File: src/hw/hsf_pkg.sv
// Constants and types for the host event status flag block
// Contract
// Bit 15 mirrors live async schedule state
// Bit 14 mirrors live periodic schedule state
// Bit 13 read-only empty async list detect
// Stopped flag zero whenever run_stop is one
// Stopped flag set only once engine idle
// Bits 31-16 and 11-6 read zero
// Doorbell arms; next advance sets bit 5
// System bus fault sets bit 4
// Frame counter wrap sets bit 3
// Owned port change rise sets bit 2
// Force-resume rise also sets port change
// Connect change on released port sets bit 2
// Transfer error sets bit 1
// Completed descriptor with irq_on_complete sets bit 0
// Interrupt enable register resets to zero
// Enabled flag raises irq at threshold
// run_stop one runs schedules; zero requests stop
// Software rings doorbell via command register
// 14-bit frame counter increments per frame
package hsf_pkg;

  localparam int          NUM_PORTS      = 2;
  localparam int          FRAME_W        = 14;

  localparam logic [7:0]  ADDR_COMMAND   = 8'h20;
  localparam logic [7:0]  ADDR_STATUS    = 8'h24;
  localparam logic [7:0]  ADDR_INT_EN    = 8'h28;
  localparam logic [7:0]  ADDR_FRAME     = 8'h2c;

  localparam int          CMD_RUN_STOP   = 0;
  localparam int          CMD_DOORBELL   = 6;

  localparam int          ST_DONE        = 0;
  localparam int          ST_ERROR       = 1;
  localparam int          ST_PORT        = 2;
  localparam int          ST_WRAP        = 3;
  localparam int          ST_FAULT       = 4;
  localparam int          ST_ADVANCE     = 5;
  localparam int          ST_STOPPED     = 12;
  localparam int          ST_EMPTY       = 13;
  localparam int          ST_PERIODIC    = 14;
  localparam int          ST_ASYNC       = 15;

  localparam logic [5:0]  FLAGS_RESET    = 6'h00;
  localparam logic [5:0]  INT_EN_RESET   = 6'h00;
  localparam logic        STOPPED_RESET  = 1'b1;
  localparam logic [31:0] STATUS_RESET   = 32'h0000_1000;

  // Engine event pulses, one cycle each
  typedef struct packed {
    logic threshold_tick;
    logic frame_end;
    logic async_advance;
    logic bus_fault;
    logic xfer_error;
    logic xfer_done;
    logic irq_on_complete;
  } hsf_evt_t;

  // Live schedule state from the engine
  typedef struct packed {
    logic async_sched_active;
    logic periodic_sched_active;
    logic empty_list_detect;
    logic engine_idle;
    logic hw_stop;
  } hsf_sched_t;

  // Per-port levels
  typedef struct packed {
    logic [NUM_PORTS-1:0] owner;
    logic [NUM_PORTS-1:0] change;
    logic [NUM_PORTS-1:0] force_resume;
    logic [NUM_PORTS-1:0] connect_change;
  } hsf_port_t;

endpackage

File: src/hw/hsf_status_flags.sv
// Host event status, interrupt enable and run control over Wishbone
//
// Register access over Wishbone is this design's own decision.
`timescale 1ns/1ps
`default_nettype none
module hsf_status_flags (
  input  wire logic                 I_CORE_CLK,
  input  wire logic                 I_RST_N,
  input  wire logic                 I_CLK_EN,
  input  wire logic                 I_WB_CYC,
  input  wire logic                 I_WB_STB,
  input  wire logic                 I_WB_WE,
  input  wire logic [7:0]           I_WB_ADR,
  input  wire logic [3:0]           I_WB_SEL,
  input  wire logic [31:0]          I_WB_DAT,
  output logic      [31:0]          O_WB_DAT,
  output logic                      O_WB_ACK,
  input  wire hsf_pkg::hsf_evt_t    I_EVT,
  input  wire hsf_pkg::hsf_sched_t  I_SCHED,
  input  wire hsf_pkg::hsf_port_t   I_PORT,
  output logic                      O_RUN_STOP,
  output logic                      O_DOORBELL_ARMED,
  output logic                      O_CONTROLLER_STOPPED,
  output logic [13:0]               O_FRAME_COUNTER,
  output logic                      O_IRQ
);
  import hsf_pkg::*;

  typedef enum {SEL_NONE, SEL_CMD, SEL_STS, SEL_IEN, SEL_FRM} hsf_sel_t;

  function automatic hsf_sel_t reg_sel(input logic [7:0] adr);
    if (adr == ADDR_COMMAND) begin
      reg_sel = SEL_CMD;
    end else if (adr == ADDR_STATUS) begin
      reg_sel = SEL_STS;
    end else if (adr == ADDR_INT_EN) begin
      reg_sel = SEL_IEN;
    end else if (adr == ADDR_FRAME) begin
      reg_sel = SEL_FRM;
    end else begin
      reg_sel = SEL_NONE;
    end
  endfunction

  logic                 wb_req;
  logic                 wb_commit;
  logic                 wr_cmd;
  logic                 wr_sts;
  logic                 wr_ien;
  logic [5:0]           flag;
  logic [5:0]           next_flag;
  logic [5:0]           flag_set;
  logic [5:0]           flag_clr;
  logic [5:0]           int_en;
  logic                 next_run_stop;
  logic [31:0]          status_word;
  logic [NUM_PORTS-1:0] change_q;
  logic [NUM_PORTS-1:0] resume_q;
  logic [NUM_PORTS-1:0] connect_q;
  logic [NUM_PORTS-1:0] port_hit;
  logic                 frame_wrap;

  assign wb_req    = I_WB_CYC & I_WB_STB;
  // Writes land on the edge where the master samples ack high
  assign wb_commit = wb_req & O_WB_ACK & I_WB_WE;
  assign wr_cmd    = wb_commit & (reg_sel(I_WB_ADR) == SEL_CMD);
  assign wr_sts    = wb_commit & (reg_sel(I_WB_ADR) == SEL_STS) & I_WB_SEL[0];
  assign wr_ien    = wb_commit & (reg_sel(I_WB_ADR) == SEL_IEN) & I_WB_SEL[0];

  // Bus handshake: ack for one cycle per request
  always_ff @(posedge I_CORE_CLK or negedge I_RST_N) begin
    if (!I_RST_N) begin
      O_WB_ACK <= 1'b0;
    end else if (I_CLK_EN) begin
      O_WB_ACK <= wb_req & ~O_WB_ACK;
    end
  end

  // Read data captured as ack rises
  always_ff @(posedge I_CORE_CLK or negedge I_RST_N) begin
    if (!I_RST_N) begin
      O_WB_DAT <= 32'h0000_0000;
    end else if (I_CLK_EN) begin
      if (wb_req & ~O_WB_ACK & ~I_WB_WE) begin
        case (reg_sel(I_WB_ADR))
          SEL_CMD: begin
            O_WB_DAT <= {25'h0000000, O_DOORBELL_ARMED, 5'h00, O_RUN_STOP};
          end
          SEL_STS: begin
            O_WB_DAT <= status_word;
          end
          SEL_IEN: begin
            O_WB_DAT <= {26'h0000000, int_en};
          end
          SEL_FRM: begin
            O_WB_DAT <= {18'h00000, O_FRAME_COUNTER};
          end
          default: begin
            O_WB_DAT <= 32'h0000_0000;
          end
        endcase
      end else begin
        O_WB_DAT <= 32'h0000_0000;
      end
    end
  end

  always_comb begin
    status_word              = 32'h0000_0000;
    status_word[ST_ASYNC]    = I_SCHED.async_sched_active;
    status_word[ST_PERIODIC] = I_SCHED.periodic_sched_active;
    status_word[ST_EMPTY]    = I_SCHED.empty_list_detect;
    status_word[ST_STOPPED]  = O_CONTROLLER_STOPPED;
    status_word[5:0]         = flag;
  end

  // Run control: software write or hardware stop
  always_comb begin
    next_run_stop = O_RUN_STOP;
    if (wr_cmd & I_WB_SEL[0]) begin
      next_run_stop = I_WB_DAT[CMD_RUN_STOP];
    end
    if (I_SCHED.hw_stop) begin
      next_run_stop = 1'b0;
    end
  end

  always_ff @(posedge I_CORE_CLK or negedge I_RST_N) begin
    if (!I_RST_N) begin
      O_RUN_STOP <= 1'b0;
    end else if (I_CLK_EN) begin
      O_RUN_STOP <= next_run_stop;
    end
  end

  // Stopped flag follows run_stop and engine idle
  always_ff @(posedge I_CORE_CLK or negedge I_RST_N) begin
    if (!I_RST_N) begin
      O_CONTROLLER_STOPPED <= STOPPED_RESET;
    end else if (I_CLK_EN) begin
      if (next_run_stop) begin
        O_CONTROLLER_STOPPED <= 1'b0;
      end else if (I_SCHED.engine_idle) begin
        O_CONTROLLER_STOPPED <= 1'b1;
      end
    end
  end

  // Doorbell stays armed until the next async advance
  always_ff @(posedge I_CORE_CLK or negedge I_RST_N) begin
    if (!I_RST_N) begin
      O_DOORBELL_ARMED <= 1'b0;
    end else if (I_CLK_EN) begin
      if (wr_cmd & I_WB_SEL[0] & I_WB_DAT[CMD_DOORBELL]) begin
        O_DOORBELL_ARMED <= 1'b1;
      end else if (I_EVT.async_advance) begin
        O_DOORBELL_ARMED <= 1'b0;
      end
    end
  end

  // Frame counter, wrap is the rollover event
  assign frame_wrap = I_EVT.frame_end & (&O_FRAME_COUNTER);

  always_ff @(posedge I_CORE_CLK or negedge I_RST_N) begin
    if (!I_RST_N) begin
      O_FRAME_COUNTER <= 14'h0000;
    end else if (I_CLK_EN) begin
      if (I_EVT.frame_end) begin
        O_FRAME_COUNTER <= O_FRAME_COUNTER + 14'h0001;
      end
    end
  end

  // Port edge detection
  always_ff @(posedge I_CORE_CLK or negedge I_RST_N) begin
    if (!I_RST_N) begin
      change_q  <= '0;
      resume_q  <= '0;
      connect_q <= '0;
    end else if (I_CLK_EN) begin
      change_q  <= I_PORT.change;
      resume_q  <= I_PORT.force_resume;
      connect_q <= I_PORT.connect_change;
    end
  end

  genvar p;
  generate
    for (p = 0; p < NUM_PORTS; p++) begin : g_port
      assign port_hit[p] =
          (~I_PORT.owner[p] & I_PORT.change[p] & ~change_q[p])
        | (~I_PORT.owner[p] & I_PORT.force_resume[p]
           & ~resume_q[p])
        | (I_PORT.owner[p] & I_PORT.connect_change[p]
           & ~connect_q[p]);
    end
  endgenerate

  always_comb begin
    flag_set             = 6'h00;
    flag_set[ST_ADVANCE] = I_EVT.async_advance & O_DOORBELL_ARMED;
    flag_set[ST_FAULT]   = I_EVT.bus_fault;
    flag_set[ST_WRAP]    = frame_wrap;
    flag_set[ST_PORT]    = |port_hit;
    flag_set[ST_ERROR]   = I_EVT.xfer_error;
    flag_set[ST_DONE]    = I_EVT.xfer_done & I_EVT.irq_on_complete;
    flag_clr             = wr_sts ? I_WB_DAT[5:0] : 6'h00;
    // Set wins over a same-cycle clear
    next_flag            = (flag & ~flag_clr) | flag_set;
  end

  always_ff @(posedge I_CORE_CLK or negedge I_RST_N) begin
    if (!I_RST_N) begin
      flag <= FLAGS_RESET;
    end else if (I_CLK_EN) begin
      flag <= next_flag;
    end
  end

  always_ff @(posedge I_CORE_CLK or negedge I_RST_N) begin
    if (!I_RST_N) begin
      int_en <= INT_EN_RESET;
    end else if (I_CLK_EN) begin
      if (wr_ien) begin
        int_en <= I_WB_DAT[5:0];
      end
    end
  end

  // Interrupt rises at a threshold tick, holds until no enabled flag stays set
  always_ff @(posedge I_CORE_CLK or negedge I_RST_N) begin
    if (!I_RST_N) begin
      O_IRQ <= 1'b0;
    end else if (I_CLK_EN) begin
      if (~|(next_flag & int_en)) begin
        O_IRQ <= 1'b0;
      end else if (I_EVT.threshold_tick) begin
        O_IRQ <= 1'b1;
      end
    end
  end

endmodule // hsf_status_flags
`default_nettype wire

File: config.mk
export PLATFORM = sky130hd
export DESIGN_NAME = hsf_status_flags
export DESIGN_NICKNAME = d
export VERILOG_FILES = /design/src/hw/hsf_pkg.sv /design/src/hw/hsf_status_flags.sv
export SDC_FILE = /design/constraint.sdc
export NUM_CORES = 1
export LEC_CHECK = 0
export BUFFER_PORTS_ARGS = -buffer_cell sky130_fd_sc_hd__buf_4
export CAP_MARGIN = 0
export CORE_UTILIZATION = 40
export CTS_CLUSTER_SIZE = 12
export DETAILED_ROUTE_END_ITERATION = 7
export PLACE_DENSITY_LB_ADDON = 0.3
export SKIP_LAST_GASP = 1
export SYNTH_ARGS = -nofsm -noshare
export SYNTH_HDL_FRONTEND = slang
export SYNTH_SLANG_ARGS = --single-unit
File: constraint.sdc
create_clock -name I_CORE_CLK -period 4.1 [get_ports I_CORE_CLK]
set_input_delay 0.82 -clock I_CORE_CLK [delete_from_list [all_inputs] [get_ports I_CORE_CLK]]
set_output_delay 0.82 -clock I_CORE_CLK [all_outputs]
set_load 0.03 [all_outputs]
==> results.cfg <==
[placed_design]
port_buffers = 76
place.gp.congestion = 0.808
dpl-instance-area_mm2 = 0.00327
dp_hpwl_um = 4620
pre_cts_ws_ps = 1290

[clock_tree]
cts.sinks = 53
h-tree-depth = 2
clockBufferDepth = 2
path_clk_slew_ps = 90
post_cts_buffers = 0
root_buffer = clkbuf_8
insertion_delay_ps = 310
cts_buffers = 5
cts_resized = 0
cts_tree = yes
ctsHoldBuffers = 0

[critical_path]
arrival_ps = 2700
worstSetupEndpointType = register
startpoint_type = primary input
max_stage_delay_ps = 690
crit_type = primary input to register
cp_max_fo = 8
required_ps = 4330
rrSetupSlack_ps = 2240
crit_family = simple AND/OR/NAND/NOR gates
crit_buf_inv = 2
cpMaxStageDelayCell = or4_1
crit_chain = buf_4, or4b_4, or4_1, inv_2, nand3_1, o2bb2ai_1

[logic_synthesis]
synth_top_area_share = 0.481
synth-edff-count = 0
ys_ff_latch = 53
synth_top_family_by_area = compound AO/OA/AOI/OAI gates
synthAdderAreaFrac = 0.00463
synth_flop_cell = dfrtp_1
synth_area_leaders = dfrtp_1, buf_4, o2bb2ai_1
yosys.area.top_type = dfrtp_1
synth_xor_area_frac = 0.0421
synth_cell_types = 55
avgSynthCellArea_um2 = 10.7
synth_compound_area_frac = 0.156
synthesis.yosys.warnings = 0
synth_area_mm2 = 0.00270
synth-simple-area-share = 0.144
syn-instance-count = 252
synth_mux_area_frac = 0.0824
async_reset_ff_frac = 1.00
yosysSeqAreaShare = 0.491
yosysMostFrequentCell = dfrtp_1
yosys-top-cells-count = dfrtp_1, nand2_1, buf_4, o2bb2ai_1

[timing]
max_freq_ghz = 0.404
skew_ps = 13.2
slew-limit-headroom = 0.556
setup_ws_ps = 1620
period_share = 0.604
setup_violations = 0
hold_viol = 0
tightestPinTransition_ps = 666
min_period_ps = 2480
drv_slew = 0
rsz0062_at_grt = false
fin_setup_tns_ps = 0

[floorplanning]
die_area_mm2 = 0.00709
die_y_um = 84.2
die_x_um = 84.2
design.core.area_mm2 = 0.00642
ioPinCount = 121
start_util = 0.421
rows = 29

[route]
drcViolationCount = 16
finalWirelength_um = 6310
vias = 2145
postRouteAntennaNets = 0
drtIter0Drc = 98
drt-wirelength-per-cell_um = 15.7
drtPass1Iterations = 7
vias_per_cell = 5.32

[grt]
grt_use_total = 0.187
grt_max_degree = 54
grt_pass1_wl_um = 10500
grt_pass1_vias = 2090
gr-total-overflow = 0
antenna_found_initial = 0

[finish]
fin_util = 0.530
diodes = 0
layout.area.seq_mm2 = 0.00133
fin_area_mm2 = 0.00340
area_growth_pct = 26.0
layout.nets = 396
drive_gt1_frac = 0.328
multi_input_area_mm2 = 0.00122
nFillCells = 590

[power_and_ir_drop]
power_per_cell_area_mw_per_mm2 = 379
p_leak_nw = 1.63
ir_drop_v = 0.000235

[run]
drv_cap = 0

[status]
outcome = complete, but fails checks
violations = DRC

[min_path]
hold_path.class = register to register
## logic make-up (layout without fill, tap and decap cells)
group | after synthesis | count (layout)
adder cells (fa/ha/maj) | 1 | 1
AND/OR/NAND/NOR | 69 | 69
other | 1 | 16
multiplexers | 17 | 17
AO/OA/AOI/OAI | 58 | 58
flip-flops | 53 | 53
buffers and inverters | 40 | 99
XOR/XNOR | 13 | 13
## per-layer routing
layer  wire (um)  vias to the layer above  global-route usage
met5           0                        -                   0
met4          42                        0              0.0423
met3         324                        5              0.0324
met2        3010                       69               0.310
met1        2930                     1058               0.259
li1            -                     1013                   -
## sequential cells by signal, summed over array words and instances, names as in the netlist
signal / count
int_en: 6
O_WB_DAT: 16
connect_q: 2
O_DOORBELL_ARMED: 1
O_WB_ACK: 1
flag: 6
O_CONTROLLER_STOPPED: 1
O_RUN_STOP: 1
O_IRQ: 1
change_q: 2
resume_q: 2
O_FRAME_COUNTER: 14
## area by class of cell
type	count	area share
well taps	77	0.0283
repair buffers	76	0.168
multi-input cells	174	0.358
inverters	15	0.0165
clock inverters	3	0.0191
flip-flops and latches	53	0.390
clock buffers	5	0.0202
## worst register-to-register path, delay by kind of cell, from the launching register on
family / cells / cell delay, ps
compound gates: 1 / 200
buf+inv: 1 / 140
flops: 1 / 420
simple gates: 3 / 1020
## power breakdown
| part | switching, W | internal, W | total, W |
|---|---|---|---|
| sequential | 0.0000597 | 0.000556 | 0.000616 |
| combinational | 0.000155 | 0.000108 | 0.000263 |
| clock | 0.000169 | 0.000243 | 0.000412 |
## through the flow
stage	hold slack, ps	cells	total power (W)
final	500	403	0.00129
after global routing	513	403	0.00135
after CTS	503	403	0.00130
after detailed placement	479	395	0.000889
after global placement	471	395	0.000887
after floorplan	466	267	0.000780
## cells in the final DEF (no fill, tap or decap), types with 2 or more instances in the layout
| cell type | Yosys | layout |
|---|---|---|
| mux2_2 | 4 | 4 |
| conb_1 | 1 | 16 |
| and3_1 | 2 | 2 |
| a22o_1 | 8 | 8 |
| xor2_1 | 2 | 2 |
| nor2_1 | 9 | 9 |
| nor2b_1 | 3 | 3 |
| mux2_4 | 6 | 6 |
| nand2b_1 | 3 | 3 |
| a22oi_1 | 6 | 6 |
| nor3_1 | 2 | 2 |
| mux2_1 | 4 | 4 |
| mux2i_1 | 2 | 2 |
| a21oi_1 | 5 | 5 |
| nand4_1 | 6 | 6 |
| bufinv_16 | 0 | 2 |
| o2bb2ai_1 | 13 | 13 |
| dfrtp_1 | 52 | 52 |
| inv_2 | 3 | 3 |
| o21ai_1 | 4 | 4 |
| xnor2_1 | 11 | 11 |
| buf_4 | 16 | 76 |
| o21ai_0 | 8 | 8 |
| clkbuf_8 | 0 | 5 |
| nor4_1 | 2 | 2 |
| inv_1 | 11 | 11 |
| a211oi_1 | 2 | 2 |
| o22ai_1 | 3 | 3 |
| a31oi_1 | 2 | 2 |
| nand2_1 | 22 | 22 |
| nand3_1 | 7 | 7 |
## path summary, 6_finish.rpt
path	from	to	cells after the start
max	I_WB_ADR[4]	O_WB_DAT[7]	6
min	O_WB_DAT[7]	O_WB_DAT[7]	1
max reg2reg	O_WB_ACK	O_WB_DAT[7]	5
min reg2reg	O_WB_DAT[7]	O_WB_DAT[7]	1
max in group asynchronous	I_RST_N	O_FRAME_COUNTER[11]	1
min in group asynchronous	I_RST_N	int_en[4]	1
No activity file was read; power rests on OpenSTA's default activity.
